## src/rtl/spewg_cfg.svh

```systemverilog
// constants of the write guard: opcodes, status layout, timing
`ifndef SPEWG_CFG_SVH
`define SPEWG_CFG_SVH

// ==========================================================
// opcodes
`define SPEWG_OP_WRSR        8'h01
`define SPEWG_OP_WRITE       8'h02
`define SPEWG_OP_READ        8'h03
`define SPEWG_OP_WR_DISABLE  8'h04
`define SPEWG_OP_STATUS_RD   8'h05
`define SPEWG_OP_WR_ENABLE   8'h06

// ==========================================================
// status byte field positions
`define SPEWG_ST_BUSY_BIT    0
`define SPEWG_ST_LATCH_BIT   1

// ==========================================================
// frame bit counts
`define SPEWG_OPC_BITS       6'h08
`define SPEWG_WRSR_BITS      6'h10
`define SPEWG_WRITE_MIN_BITS 6'h20
`define SPEWG_CNT_WRAP       6'h27

// ==========================================================
// timing
`define SPEWG_CLK_MHZ        25
`define SPEWG_WRITE_US       5000
`define SPEWG_TMR_W          20

// ==========================================================
// reset values
`define SPEWG_PIN_RST        4'h1
`define SPEWG_SO_RST         1'b0

`endif

```

## src/rtl/spewg_pkg.sv

```systemverilog
// types shared by the write guard modules
package spewg_pkg;

    typedef enum logic [2:0] {
        SPEWG_RESET,
        SPEWG_STANDBY,
        SPEWG_OPCODE,
        SPEWG_BODY,
        SPEWG_STATUS_OUT,
        SPEWG_IGNORE
    } spewg_state_t;

    typedef enum logic [1:0] {
        SPEWG_K_NONE,
        SPEWG_K_WRITE,
        SPEWG_K_WRSR,
        SPEWG_K_READ
    } spewg_kind_t;

endpackage : spewg_pkg

```

## src/rtl/spewg_pin_if.sv

```systemverilog
// synchronised pin levels and edge events from the pin stage to the core
`timescale 1ns/100ps
interface spewg_pin_if;
    logic cs_n;
    logic si;
    logic por_ok;
    logic sck_rise;
    logic sck_fall;
    logic cs_fall;
    logic cs_rise;

    modport pins (output cs_n, si, por_ok, sck_rise, sck_fall, cs_fall,
                  cs_rise);
    modport core (input  cs_n, si, por_ok, sck_rise, sck_fall, cs_fall,
                  cs_rise);
endinterface : spewg_pin_if

```

## src/rtl/spewg_guard.sv

```systemverilog
// power-state and command-acceptance control of the serial EEPROM
//
// Overview of operation
// - Supply above trigger leaves reset for standby with all state known.
// - Supply below trigger forces the reset state at once.
// - After reset the write enable latch is clear and the device idles.
// - Each falling chip select starts decoding a fresh opcode.
// - A completed write clears the write enable latch.
// - The self-timed write starts only on the closing chip-select rise.
// - Array accesses during a write cycle are ignored; it runs on.
// - Unknown opcodes are ignored and the output stays undriven.
// - Write-enable sets the latch and its status bit; write-disable clears.
// - Write-disable keeps writes refused until the next write-enable.
// - While writing only the status read is serviced.
// - The status busy flag is one exactly while a write cycle runs.
`timescale 1ns/100ps
`include "spewg_cfg.svh"
module spewg_guard
    import spewg_pkg::*;
#(
    parameter int unsigned WRITE_CYCLES = `SPEWG_WRITE_US * `SPEWG_CLK_MHZ
)
(
    // clock, reset, enable
    input  wire logic       core_clk_i,
    input  wire logic       rst_i,
    input  wire logic       ce_i,
    // supply detector
    input  wire logic       por_ok_i,
    // serial bus
    input  wire logic       cs_n_i,
    input  wire logic       sck_i,
    input  wire logic       si_i,
    output logic            so_o,
    output logic            so_oe_o,
    // state towards the array datapath
    output logic            write_start_o,
    output logic            write_is_status_o,
    output logic            busy_o,
    output logic            write_enable_latch_o,
    output logic            standby_o
);
    spewg_pin_if pin ();

    spewg_pin_sync u_sync (
        .core_clk_i (core_clk_i),
        .rst_i      (rst_i),
        .ce_i       (ce_i),
        .raw_i      ({por_ok_i, si_i, sck_i, cs_n_i}),
        .pin        (pin)
    );

    // ==========================================================
    // state
    spewg_state_t             state_r,  state_nxt;
    spewg_kind_t              kind_r,   kind_nxt;
    logic [7:0]               shift_r,  shift_nxt;
    logic [5:0]               cnt_r,    cnt_nxt;
    logic [7:0]               out_r,    out_nxt;
    logic [2:0]               ocnt_r,   ocnt_nxt;
    logic                     so_r,     so_nxt;
    logic                     oe_r,     oe_nxt;
    logic                     latch_r,  latch_nxt;
    logic                     busy_r,   busy_nxt;
    logic [`SPEWG_TMR_W-1:0]  tmr_r,    tmr_nxt;
    logic                     start_r,  start_nxt;
    logic                     wsts_r,   wsts_nxt;
    logic [7:0]               op_w;
    logic [7:0]               status_w;
    logic [`SPEWG_TMR_W-1:0]  tmr_last;

    assign op_w     = {shift_r[6:0], pin.si};
    assign tmr_last = `SPEWG_TMR_W'(WRITE_CYCLES - 1);

    always_comb begin
        status_w = 8'h00;
        status_w[`SPEWG_ST_BUSY_BIT] = busy_r;
        status_w[`SPEWG_ST_LATCH_BIT] = latch_r;
    end

    // ==========================================================
    // next-state logic
    always_comb begin
        state_nxt = state_r;
        kind_nxt  = kind_r;
        shift_nxt = shift_r;
        cnt_nxt   = cnt_r;
        out_nxt   = out_r;
        ocnt_nxt  = ocnt_r;
        so_nxt    = so_r;
        oe_nxt    = oe_r;
        latch_nxt = latch_r;
        busy_nxt  = busy_r;
        tmr_nxt   = tmr_r;
        start_nxt = 1'b0;
        wsts_nxt  = wsts_r;

        // self-timed cycle runs whatever the bus does
        if (busy_r) begin
            if (tmr_r == tmr_last) begin
                busy_nxt = 1'b0;
                latch_nxt = 1'b0;
                tmr_nxt  = '0;
            end else begin
                tmr_nxt  = tmr_r + `SPEWG_TMR_W'(1);
            end
        end

        case (state_r)
            SPEWG_RESET: begin
                // wait for a quiet bus so a frame is never joined midway
                if (pin.cs_n) begin
                    state_nxt = SPEWG_STANDBY;
                end
            end
            SPEWG_STANDBY: begin
                if (pin.cs_fall) begin
                    state_nxt = SPEWG_OPCODE;
                    cnt_nxt   = '0;
                    kind_nxt  = SPEWG_K_NONE;
                end
            end
            SPEWG_OPCODE: begin
                if (pin.cs_rise) begin
                    state_nxt = SPEWG_STANDBY;
                end else if (pin.sck_rise) begin
                    shift_nxt = op_w;
                    cnt_nxt   = cnt_r + 6'h01;
                    if (cnt_r == `SPEWG_OPC_BITS - 6'h01) begin
                        state_nxt = SPEWG_BODY;
                        if (op_w == `SPEWG_OP_STATUS_RD) begin
                            state_nxt = SPEWG_STATUS_OUT;
                            out_nxt   = status_w;
                            ocnt_nxt  = '0;
                        end else if (busy_r) begin
                            state_nxt = SPEWG_IGNORE;
                        end else if (op_w == `SPEWG_OP_WRITE) begin
                            kind_nxt  = SPEWG_K_WRITE;
                        end else if (op_w == `SPEWG_OP_WRSR) begin
                            kind_nxt  = SPEWG_K_WRSR;
                        end else if (op_w == `SPEWG_OP_READ) begin
                            kind_nxt  = SPEWG_K_READ;
                        end else if (op_w != `SPEWG_OP_WR_ENABLE &&
                                     op_w != `SPEWG_OP_WR_DISABLE) begin
                            state_nxt = SPEWG_IGNORE;
                        end
                    end
                end
            end
            SPEWG_BODY: begin
                if (pin.cs_rise) begin
                    state_nxt = SPEWG_STANDBY;
                    // latch changes take effect only on a clean close
                    if (cnt_r == `SPEWG_OPC_BITS &&
                        shift_r == `SPEWG_OP_WR_ENABLE) begin
                        latch_nxt = 1'b1;
                    end
                    if (cnt_r == `SPEWG_OPC_BITS &&
                        shift_r == `SPEWG_OP_WR_DISABLE) begin
                        latch_nxt = 1'b0;
                    end
                    if (latch_r && !busy_r &&
                        ((kind_r == SPEWG_K_WRITE &&
                          cnt_r >= `SPEWG_WRITE_MIN_BITS &&
                          cnt_r[2:0] == 3'h0) ||
                         (kind_r == SPEWG_K_WRSR &&
                          cnt_r == `SPEWG_WRSR_BITS))) begin
                        busy_nxt  = 1'b1;
                        start_nxt = 1'b1;
                        wsts_nxt  = (kind_r == SPEWG_K_WRSR);
                        tmr_nxt   = '0;
                    end
                end else if (pin.sck_rise) begin
                    // count wraps back to 32 from 39, staying in a byte-aligned window
                    cnt_nxt = (cnt_r == `SPEWG_CNT_WRAP)
                            ? `SPEWG_WRITE_MIN_BITS
                            : cnt_r + 6'h01;
                end
            end
            SPEWG_STATUS_OUT: begin
                if (pin.cs_rise) begin
                    state_nxt = SPEWG_STANDBY;
                    oe_nxt    = 1'b0;
                end else if (pin.sck_fall) begin
                    oe_nxt   = 1'b1;
                    so_nxt   = out_r[7];
                    ocnt_nxt = ocnt_r + 3'h1;
                    // reload each byte so polling sees the live flags
                    out_nxt  = (ocnt_r == 3'h7) ? status_w
                                                : {out_r[6:0], 1'b0};
                end
            end
            SPEWG_IGNORE: begin
                oe_nxt = 1'b0;
                if (pin.cs_rise) begin
                    state_nxt = SPEWG_STANDBY;
                end
            end
            default: begin
                state_nxt = SPEWG_RESET;
            end
        endcase

        // brown-out wins over everything, including a running write
        if (!pin.por_ok) begin
            state_nxt = SPEWG_RESET;
            kind_nxt  = SPEWG_K_NONE;
            cnt_nxt   = '0;
            shift_nxt = '0;
            latch_nxt = 1'b0;
            busy_nxt  = 1'b0;
            tmr_nxt   = '0;
            start_nxt = 1'b0;
            oe_nxt    = 1'b0;
            so_nxt    = `SPEWG_SO_RST;
        end
    end

    // ==========================================================
    // registers
    always_ff @(posedge core_clk_i or posedge rst_i) begin
        if (rst_i) begin
            state_r <= SPEWG_RESET;
            kind_r  <= SPEWG_K_NONE;
            shift_r <= '0;
            cnt_r   <= '0;
            out_r   <= '0;
            ocnt_r  <= '0;
            so_r    <= `SPEWG_SO_RST;
            oe_r    <= 1'b0;
            latch_r <= 1'b0;
            busy_r  <= 1'b0;
            tmr_r   <= '0;
            start_r <= 1'b0;
            wsts_r  <= 1'b0;
        end else if (ce_i) begin
            state_r <= state_nxt;
            kind_r  <= kind_nxt;
            shift_r <= shift_nxt;
            cnt_r   <= cnt_nxt;
            out_r   <= out_nxt;
            ocnt_r  <= ocnt_nxt;
            so_r    <= so_nxt;
            oe_r    <= oe_nxt;
            latch_r <= latch_nxt;
            busy_r  <= busy_nxt;
            tmr_r   <= tmr_nxt;
            start_r <= start_nxt;
            wsts_r  <= wsts_nxt;
        end
    end

    assign so_o                 = so_r;
    assign so_oe_o              = oe_r;
    assign write_start_o        = start_r;
    assign write_is_status_o    = wsts_r;
    assign busy_o               = busy_r;
    assign write_enable_latch_o = latch_r;
    assign standby_o            = (state_r == SPEWG_STANDBY) && !busy_r;
endmodule : spewg_guard

```

## src/rtl/spewg_pin_sync.sv

```systemverilog
// two-flop synchroniser and edge finder for the serial pins
`timescale 1ns/100ps
`include "spewg_cfg.svh"
module spewg_pin_sync
    import spewg_pkg::*;
(
    // clock and reset
    input  wire logic core_clk_i,
    input  wire logic rst_i,
    input  wire logic ce_i,
    // raw pins, bit order {por_ok, si, sck, cs_n}
    input  wire logic [3:0] raw_i,
    // synchronised view
    spewg_pin_if.pins       pin
);
    logic [3:0] meta_r;
    logic [3:0] sync_r;
    logic [3:0] prev_r;
    logic [3:0] meta_nxt;
    logic [3:0] sync_nxt;
    logic [3:0] prev_nxt;

    // ==========================================================
    // per-bit stages; meta_r feeds sync_r only
    genvar g;
    generate
        for (g = 0; g < 4; g++) begin : g_bit
            always_comb begin
                meta_nxt[g] = raw_i[g];
                sync_nxt[g] = meta_r[g];
                prev_nxt[g] = sync_r[g];
            end
        end
    endgenerate

    always_ff @(posedge core_clk_i or posedge rst_i) begin
        if (rst_i) begin
            meta_r <= `SPEWG_PIN_RST;
            sync_r <= `SPEWG_PIN_RST;
            prev_r <= `SPEWG_PIN_RST;
        end else if (ce_i) begin
            meta_r <= meta_nxt;
            sync_r <= sync_nxt;
            prev_r <= prev_nxt;
        end
    end

    // ==========================================================
    // edges are seen in the same cycle as the synchronised level
    assign pin.cs_n     = sync_r[0];
    assign pin.si       = sync_r[2];
    assign pin.por_ok   = sync_r[3];
    assign pin.sck_rise =  sync_r[1] & ~prev_r[1];
    assign pin.sck_fall = ~sync_r[1] &  prev_r[1];
    assign pin.cs_fall  = ~sync_r[0] &  prev_r[0];
    assign pin.cs_rise  =  sync_r[0] & ~prev_r[0];
endmodule : spewg_pin_sync

```

## config.mk

```make
export PLATFORM = sky130hd
export DESIGN_NAME = spewg_guard
export DESIGN_NICKNAME = d
export VERILOG_FILES = /design/src/rtl/spewg_pkg.sv /design/src/rtl/spewg_pin_if.sv /design/src/rtl/spewg_guard.sv /design/src/rtl/spewg_pin_sync.sv
export VERILOG_INCLUDE_DIRS = /design/src /design/src/rtl
export SDC_FILE = /design/constraint.sdc
export NUM_CORES = 1
export LEC_CHECK = 0
export BUFFER_PORTS_ARGS = -buffer_cell sky130_fd_sc_hd__buf_2
export CORE_MARGIN = 4
export CORE_UTILIZATION = 30
export DETAILED_ROUTE_END_ITERATION = 8
export GPL_TIMING_DRIVEN = 0
export PLACE_DENSITY_LB_ADDON = 0.05
export REMOVE_ABC_BUFFERS = 1
export SETUP_SLACK_MARGIN = 0.3
export SYNTH_ARGS = -nofsm -noshare
export SYNTH_HDL_FRONTEND = slang
export SYNTH_SLANG_ARGS = --single-unit
```

## constraint.sdc

```tcl
create_clock -name core_clk_i -period 4.3 [get_ports core_clk_i]
set_input_delay 0.645 -clock core_clk_i [delete_from_list [all_inputs] [get_ports core_clk_i]]
set_output_delay 0.645 -clock core_clk_i [all_outputs]
set_load 0.02 [all_outputs]
```

==> results.py, run 1 <==
metrics = {
    "grt": {
        "antenna_found_initial": 0,
        "grt_pass1_vias": 2887,
        "grt_util_all_layers_pct": 13.88,
        "grt_max_degree": 52,
        "grt_pass1_wl_mm": 15.43,
        "gr-total-overflow": 0,
    },
    "route": {
        "wirelength_mm": 9.238,
        "detail_route.first_pass.iterations": 4,
        "remaining_drc_errors": 0,
        "ant_nets": 0,
        "drt_iter0_markers": 147,
        "viasPerCell": 5.442,
        "vias": 2917,
        "wl_per_cell_um": 17.24,
    },
    "cts": {
        "numCtsBuffers": 9,
        "cts-root-buf": "clkbuf_16",
        "cts-resized-gates": 0,
        "cts_tree": "done",
        "clkSinkCount": 66,
        "clock_latency_ns": 0.33,
        "cts_setup_buffers": 0,
        "postCtsHoldBufs": 0,
        "cts_max_level": 3,
        "clock_path_buffers": 2,
        "clk_pin_slew_ns": 0.06,
    },
    "yosys": {
        "synth_top_cells_by_area": "dfrtp_1 44%, nand2_1 5.5%, mux2_2 4.4%",
        "syn_area_um2": 3585,
        "synth_seq_cells": 66,
        "synth.most_common_cell": "dfrtp_1",
        "yosys.area.top_type_share_pct": 43.98,
        "synth_top_cells_by_count": "63 x dfrtp_1, 53 x nand2_1, 28 x o21ai_0",
        "yosysSeqAreaShare_pct": 46.18,
        "syn_area_per_cell_um2": 9.311,
        "synthCells": 385,
        "synth.largest_area_cell": "dfrtp_1",
        "synth_cell_types": 60,
        "synth_edf_count": 0,
        "synth_flop_cell": "dfrtp_1",
        "yosysWarnings": 0,
        "async_flop_share_pct": 100.0,
    },
    "worst_setup_path": {
        "r2r_cells": 5,
        "reg2reg_slack_ns": 1.53,
        "cp_top_family": "buffers and inverters",
        "slowest_delay_ns": 0.70,
        "end_kind": "flip-flop",
        "start_kind": "input pin",
        "path_class": "in -> reg",
        "reg2reg_from": "u_sync.prev_nxt[3]$_DFFE_PP0P_",
        "critPathArrivalTime_ns": 3.37,
        "path_max_fanout": 30,
        "slowest_stage": "a21oi_1",
        "r2r-end": "cnt_r[4]$_DFFE_PP0P_",
        "crit_chain": "buf_2, inv_1, a21oi_1, nand3_1, or2_2, o31ai_1",
        "critical_path_required_ns": 4.53,
        "crit_buf_inv": 2,
    },
    "sta": {
        "max_freq_mhz": 318.5,
        "setup_viol": 0,
        "worst_slew_pin_slew_ns": 1.117,
        "tns_ns": 0,
        "min_period_over_period_pct": 73.02,
        "layout_min_cycle_time_ns": 3.140,
        "slew_headroom_pct": 25.48,
        "whs_ns": 0.2577,
        "hold_viol_final": 0,
        "maxSlewViolCount": 0,
        "fin_worst_skew_ns": 0.006339,
        "grt_setup_unrepaired": "false",
    },
    "layout": {
        "regArea_um2": 1655,
        "diodes": 0,
        "final_util_pct": 35.32,
        "instances_no_fill": 536,
        "multi_input_area_um2": 1775,
        "nNetsFinal": 401,
        "layout-drive-gt1-share_pct": 14.25,
        "nFillCells": 1190,
        "syn_to_final_growth_pct": 13.96,
    },
    "placement": {
        "dp.cells": 521,
        "numPortBuffers": 13,
        "hpwl_mm": 6.138,
        "place.gp.congestion": 0.7099,
    },
    "floorplan": {
        "initial_core_util_pct": 31.00,
        "io_pins": 14,
        "dieArea_um2": 13760,
        "rows": 39,
        "die_w_um": 117.3,
        "coreArea_um2": 11560,
        "fp.dieH_um": 117.3,
    },
    "power_and_ir_drop": {
        "power.density_nw_per_um2": 425.7,
        "switching_share_pct": 26.39,
        "p_sw_w": 0.0004590,
        "intPower_w": 0.001280,
        "fin_total_pwr_w": 0.001739,
        "combPwrFrac_pct": 13.0,
        "clockPowerShare_pct": 46.3,
        "power.share.sequential_pct": 40.7,
        "p_leak_nw": 1.688,
        "peakVddDrop_uv": 199.3,
    },
    "worst_hold_path": {
        "hold_path.class": "in -> async",
    },
    "run_status": {
        "status": "completed",
    },
    "run": {
        "maxCapViolations": 0,
    },
}
-- cell families (layout without fill, tap and decap cells) --
| group | after synthesis | in the layout | synth area share [%] |
|---|---|---|---|
| compound gates | 93 | 93 | 17.73 |
| xor+xnor | 3 | 3 | 0.7331 |
| fa+ha+maj | 5 | 5 | 1.745 |
| buf+inv | 37 | 45 | 4.293 |
| flops | 66 | 66 | 46.18 |
| mux | 18 | 18 | 5.515 |
| simple gates | 163 | 163 | 23.81 |
-- sequential cells by signal, summed over array words and instances (netlist names) --
register,flops
u_sync.prev_r,2
so_oe_o,1
u_sync.meta_r,4
write_is_status_o,1
so_o,1
ocnt_r,3
write_enable_latch_o,1
out_r,8
busy_o,1
u_sync.prev_nxt,4
shift_r,8
write_start_o,1
tmr_r,20
state_r,3
cnt_r,6
kind_r,2
-- metrics by stage --
step / area, um^2 / worst slack (ns)
final: 4085 / 1.160
after global routing: 4085 / 0.9037
after CTS: 4085 / 1.139
after detailed placement: 3765 / 0.7683
after global placement: 3735 / 0.8306
after floorplan: 3491 / 2.005
-- worst max-delay path by stage --
stage          start  slack, ns  cells past startpoint                      to
6_report        ce_i       1.16                      6    cnt_r[4]$_DFFE_PP0P_
5_1_grt         ce_i       0.90                      6    cnt_r[4]$_DFFE_PP0P_
4_1_cts         ce_i       1.14                      6    cnt_r[4]$_DFFE_PP0P_
3_5_place_dp    ce_i       0.77                      6    cnt_r[4]$_DFFE_PP0P_
3_3_place_gp   rst_i       0.83                      2  shift_r[2]$_DFFE_PP0P_
2_1_floorplan  rst_i       2.01                      1      busy_o$_DFFE_PP0P_
-- cell usage in the layout (no fill, tap or decap), drive strengths merged, types with 3 or more instances in the layout --
cell type / count
a21oi: 9
a22o: 5
a31oi: 10
a41oi: 3
and3: 6
buf: 14
clkbuf: 13
dfrtp: 63
dfstp: 3
ha: 5
inv: 16
mux2: 14
mux2i: 4
nand2: 53
nand2b: 8
nand3: 19
nand3b: 4
nand4: 12
nor2: 21
nor2b: 6
nor3: 6
nor4: 6
o211ai: 4
o21ai: 28
o22ai: 6
o2bb2ai: 8
o31ai: 3
or3: 3
or3b: 3
or4: 3
-- cell type report --
type	instances	share of cell area (%)
Timing Repair Buffer	14	2.266
Clock buffer	13	6.371
Multi-Input combinational cell	282	43.46
Sequential cell	66	40.52
Tap cell	143	4.380
Inverter	16	1.531
Clock inverter	2	1.470
-- layer usage --
metal / part of all wire [%] / global-route usage [%]
met3: 2.7 / 3.032
met5: 0 / 0
met1: 49 / 19.00
met2: 48 / 22.25
met4: 0.68 / 3.739
-- power by group through the flow --
stage / sequential, W / combinational (W) / clock (W)
after floorplan: 0.000700 / 0.000167 / 0
after global placement: 0.000718 / 0.000225 / 0
after CTS: 0.000708 / 0.000231 / 0.000825
after global routing: 0.000713 / 0.000255 / 0.000849
final: 0.000707 / 0.000227 / 0.000805
after detailed placement: 0.000718 / 0.000230 / 0
(Power assumes the default switching activity.)
==> run 2, diff against run 1 <==
==> constraint.sdc (replaced) <==
create_clock -name core_clk_i -period 2.6 [get_ports core_clk_i]
set_input_delay 0.39 -clock core_clk_i [delete_from_list [all_inputs] [get_ports core_clk_i]]
set_output_delay 0.39 -clock core_clk_i [all_outputs]
set_load 0.02 [all_outputs]
==> results.py, run 2 (synthesized netlist as in run 1, its figures left out) <==
metrics = {
    "run_status": {
        "status": "completed",
    },
    "layout": {
        "largest_register": "tmr_r",
        "final_util_pct": 36.24,
        "nNetsFinal": 403,
        "syn_to_final_growth_pct": 16.93,
        "layout_commonest_cell": "dfrtp_1",
        "reg_top3": "tmr_r (20), out_r (8), shift_r (8)",
        "largest_reg_flops": 20,
        "final_cell_mix": "62 x dfrtp_1, 52 x nand2_1, 28 x o21ai_0",
        "diodes": 0,
        "layout-drive-gt1-share_pct": 17.97,
    },
    "grt": {
        "antenna_found_initial": 0,
        "grt_max_degree": 52,
        "grt_pass1_wl_mm": 15.84,
        "gr-total-overflow": 0,
        "grt_util_all_layers_pct": 14.22,
        "grt_pass1_vias": 2952,
    },
    "floorplan": {
        "die_w_um": 117.3,
        "rows": 39,
        "io_pins": 14,
        "dieArea_um2": 13760,
        "coreArea_um2": 11560,
        "fp.dieH_um": 117.3,
        "initial_core_util_pct": 31.00,
    },
    "placement": {
        "numPortBuffers": 13,
        "place.gp.congestion": 0.7099,
        "hpwl_mm": 6.138,
        "post-place-ws_ns": -0.6767,
    },
    "worst_setup_path": {
        "path_max_fanout": 6,
        "cp_top_family": "simple AND/OR/NAND/NOR gates",
        "crit_chain": "nand2b_1, or4_4, or3_4, nor2_1, mux2_2",
        "path_class": "reg -> reg",
        "slowest_stage": "dfstp_2",
        "slowest_delay_ns": 0.57,
        "end_kind": "flip-flop",
        "critical_path_required_ns": 2.81,
        "start_kind": "flip-flop",
        "crit_buf_inv": 0,
        "critPathArrivalTime_ns": 2.43,
    },
    "route": {
        "detail_route.first_pass.iterations": 4,
        "drt_iter0_markers": 114,
        "remaining_drc_errors": 0,
        "wirelength_mm": 9.469,
        "viasPerCell": 5.489,
        "wl_per_cell_um": 17.60,
        "ant_nets": 0,
        "vias": 2953,
    },
    "cts": {
        "cts_max_level": 3,
        "clock_latency_ns": 0.33,
        "clk_pin_slew_ns": 0.06,
        "cts-root-buf": "clkbuf_16",
        "clkSinkCount": 66,
        "cts_tree": "done",
        "clock_path_buffers": 2,
        "numCtsBuffers": 9,
    },
    "run": {
        "maxCapViolations": 0,
    },
    "sta": {
        "hold_viol_final": 0,
        "layout_min_cycle_time_ns": 2.224,
        "setup_viol": 0,
        "tns_ns": 0,
        "worst_slew_pin_slew_ns": 0.7274,
        "slew_headroom_pct": 51.41,
        "fin_worst_skew_ns": 0.005762,
        "grt_setup_unrepaired": "true",
        "maxSlewViolCount": 0,
        "max_freq_mhz": 449.7,
        "min_period_over_period_pct": 85.52,
        "fin_ws_ns": 0.3764,
    },
    "power_and_ir_drop": {
        "peakVddDrop_uv": 330.5,
        "p_leak_nw": 1.703,
        "power.density_nw_per_um2": 690.0,
    },
    "worst_hold_path": {
        "hold_path.class": "in -> async",
    },
}
-- run 2: cell type report --
class	instances	area [um^2]
clock buffers	13	260.3
inverters	16	66.31
well taps	143	178.9
repair inverters	1	5.005
fillers	1183	7373
clock inverters	2	60.06
flip-flops and latches	66	1657
repair buffers	15	100.1
multi-input cells	282	1864
-- run 2: what timing repair did --
item	4_1_cts	5_1_grt
endpoints found under the setup margin	37	11
gates cloned	1	0
pin swaps	0	2
buffers inserted	1	0
resized for setup	13	4
hold buffers	0	0
-- run 2: metal layers --
layer	routed length [um]	share of wire, %	global-route usage (%)	up-vias
li1	-	-	-	1436
met1	4639	49	19.39	1473
met2	4517	48	22.76	36
met3	226	2.4	3.128	8
met4	85	0.90	4.106	0
met5	0	0	0	-
-- run 2: final timing paths --
check	from	endpoint	slack, ns	cells past startpoint
worst max-delay path	u_sync.prev_nxt[0]$_DFFE_PP1P_	write_is_status_o$_DFFE_PP0P_	0.38	5
worst min-delay path	rst_i	tmr_r[17]$_DFFE_PP0P_	0.001	2
worst max register to register	u_sync.prev_nxt[0]$_DFFE_PP1P_	write_is_status_o$_DFFE_PP0P_	0.38	5
worst min register to register	out_r[4]$_DFFE_PP0P_	out_r[4]$_DFFE_PP0P_	0.48	2
max in group asynchronous	rst_i	u_sync.prev_nxt[0]$_DFFE_PP1P_	2.00	3
min in group core_clk_i	si_i	u_sync.meta_r[2]$_DFFE_PP0P_	0.29	2
-- run 2: where the power goes --
part,total (W),internal [W],switching [W]
clock network,0.00133,0.000888,0.000442
registers,0.00117,0.00108,0.0000867
logic,0.000392,0.000151,0.000241
-- run 2: metrics by stage --
stage / cell area [um^2] / std cells / hold WS [ns] / total power [W]
6_report: 4192 / 538 / 0.001478 / 0.002892
5_1_grt: 4192 / 538 / 0.02063 / 0.003024
2_1_floorplan: 3491 / 364 / 0.4481 / 0.001433
3_5_place_dp: 3765 / 521 / 0.3556 / 0.001567
3_3_place_gp: 3735 / 520 / 0.4594 / 0.001561
4_1_cts: 4168 / 538 / 0.004332 / 0.002930
==> run 3, diff against run 2 <==
==> constraint.sdc (replaced) <==
create_clock -name core_clk_i -period 2.3 [get_ports core_clk_i]
set_input_delay 0.345 -clock core_clk_i [delete_from_list [all_inputs] [get_ports core_clk_i]]
set_output_delay 0.345 -clock core_clk_i [all_outputs]
set_load 0.02 [all_outputs]
==> results.py, run 3 (synthesized netlist as in run 1, its figures left out) <==
metrics = {
    "run_status": {
        "status": "completed",
    },
    "layout": {
        "nNetsFinal": 445,
        "nFillCells": 1151,
        "final_cell_mix": "56 x dfrtp_1, 49 x nand2_1, 34 x buf_4",
        "finalInstanceArea_um2": 4818,
        "reg_top3": "tmr_r (20), out_r (8), shift_r (8)",
        "diodes": 0,
        "largest_reg_flops": 20,
        "layout_commonest_cell": "dfrtp_1",
        "largest_register": "tmr_r",
        "instances_no_fill": 580,
        "syn_to_final_growth_pct": 34.42,
        "layout-drive-gt1-share_pct": 32.72,
    },
    "power_and_ir_drop": {
        "peakVddDrop_uv": 447.0,
        "power.density_nw_per_um2": 719.6,
        "switching_share_pct": 27.07,
        "power.share.sequential_pct": 37.5,
        "intPower_w": 0.002529,
        "p_leak_nw": 1.961,
        "p_sw_w": 0.0009387,
        "fin_total_pwr_w": 0.003467,
        "combPwrFrac_pct": 18.9,
        "clockPowerShare_pct": 43.5,
    },
    "worst_setup_path": {
        "end_kind": "flip-flop",
        "path_class": "reg -> reg",
        "r2r_cells": 5,
        "critPathArrivalTime_ns": 2.33,
        "critical_path_required_ns": 2.51,
        "start_kind": "flip-flop",
        "path_max_fanout": 6,
    },
    "sta": {
        "fin_ws_ns": 0.1777,
        "setup_viol": 0,
        "grt_setup_unrepaired": "true",
        "hold_viol_final": 0,
        "layout_min_cycle_time_ns": 2.122,
        "max_freq_mhz": 471.2,
        "maxSlewViolCount": 0,
        "slew_headroom_pct": 51.75,
        "min_period_over_period_pct": 92.28,
        "worst_slew_pin_slew_ns": 0.7197,
        "fin_worst_skew_ns": 0.007267,
    },
    "placement": {
        "dp.cells": 521,
        "placed_area_um2": 3765,
        "place.gp.congestion": 0.7099,
        "hpwl_mm": 6.138,
        "numPortBuffers": 13,
        "post-place-ws_ns": -0.9317,
    },
    "grt": {
        "grt_pass1_wl_mm": 16.46,
        "antenna_found_initial": 0,
        "grt_pass1_vias": 3070,
        "gr-total-overflow": 0,
        "grt_util_all_layers_pct": 14.70,
        "grt_max_degree": 52,
    },
    "route": {
        "ant_nets": 0,
        "detail_route.first_pass.iterations": 4,
        "wirelength_mm": 10.39,
        "wl_per_cell_um": 17.91,
        "remaining_drc_errors": 0,
        "viasPerCell": 5.429,
        "vias": 3149,
        "drt_iter0_markers": 148,
    },
    "run": {
        "maxCapViolations": 0,
    },
    "cts": {
        "clk_pin_slew_ns": 0.06,
        "clock_latency_ns": 0.33,
        "clkSinkCount": 66,
        "cts-root-buf": "clkbuf_16",
        "cts_max_level": 3,
        "numCtsBuffers": 9,
        "cts_tree": "done",
        "clock_path_buffers": 2,
    },
    "floorplan": {
        "dieArea_um2": 13760,
        "coreArea_um2": 11560,
        "fp.dieH_um": 117.3,
        "initial_core_util_pct": 31.00,
        "die_w_um": 117.3,
        "io_pins": 14,
        "rows": 39,
    },
    "worst_hold_path": {
        "min_path_cells": 2,
        "hold_path.class": "in -> reg",
    },
}
==> run 3: cell types whose count changed in the layout (fill, tap and decap cells not counted), moves of 5 or more <==
cell,previous run,this run
buf_4,1,34
o21ai_0,28,21
o21ai_1,0,7
buf_6,0,6
dfrtp_1,62,56
dfrtp_2,1,6
==> run 3: cell type report <==
| class | instances | area [um^2] | share of cell area (%) |
|---|---|---|---|
| Sequential cell | 66 | 1667 | 34.59 |
| Inverter | 16 | 66.31 | 1.376 |
| Timing Repair Buffer | 56 | 480.5 | 9.971 |
| Tap cell | 143 | 178.9 | 3.713 |
| Clock buffer | 13 | 260.3 | 5.401 |
| Timing Repair inverter | 1 | 5.005 | 0.1039 |
| Multi-Input combinational cell | 283 | 2101 | 43.60 |
| Clock inverter | 2 | 60.06 | 1.246 |
==> run 3: critical path: stages (launching register included) <==
cell and delay [ns]:
dfstp_2 0.53, nand2b_1 0.08, or4_4 0.57, o311a_4 0.39
and3_4 0.18, a221o_1 0.25
==> run 3: final timing paths <==
check	start	to	slack, ns
max	u_sync.prev_nxt[0]$_DFFE_PP1P_	tmr_r[8]$_DFFE_PP0P_	0.18
min	si_i	u_sync.meta_r[2]$_DFFE_PP0P_	0.25
max reg2reg	u_sync.prev_nxt[0]$_DFFE_PP1P_	tmr_r[8]$_DFFE_PP0P_	0.18
min reg2reg	out_r[3]$_DFFE_PP0P_	out_r[3]$_DFFE_PP0P_	0.48
max in group asynchronous	rst_i	u_sync.meta_r[0]$_DFFE_PP1P_	1.20
min in group asynchronous	rst_i	tmr_r[16]$_DFFE_PP0P_	0.51
==> run 3: stage by stage <==
stage	TNS, ns	util, %	hold slack [ns]
floorplan	0	-	0.4426
global placement	-67.88	32.29	0.4594
detailed placement	-14.02	32.55	0.3106
CTS	0	37.89	0.2383
global route	0	41.66	0.2444
finish	0	41.66	0.2487
==> run 3: routing by layer <==
metal	global-route usage [%]	part of all wire (%)	vias up
met4	3.959	0.85	0
met5	0	0	-
met2	23.77	49	44
li1	-	-	1521
met3	3.128	2.9	7
met1	20.03	47	1577
==> run 3: timing repair <==
item / CTS / global route
pin swaps: 6 / 20
buffers inserted: 15 / 25
cloned: 1 / 2
hold buffers: 1 / 0
gates resized for setup: 33 / 48
endpoints found under the hold margin: 15 / 0
setup endpoints to repair: 55 / 43
==> run 3: power by group through the flow <==
stage / clock (W) / combinational (W) / sequential, W
after floorplan: 0 / 0.000311 / 0.00131
after global placement: 0 / 0.000421 / 0.00134
after detailed placement: 0 / 0.000430 / 0.00134
after CTS: 0.00154 / 0.000504 / 0.00132
after global routing: 0.00159 / 0.000718 / 0.00131
final: 0.00151 / 0.000656 / 0.00130
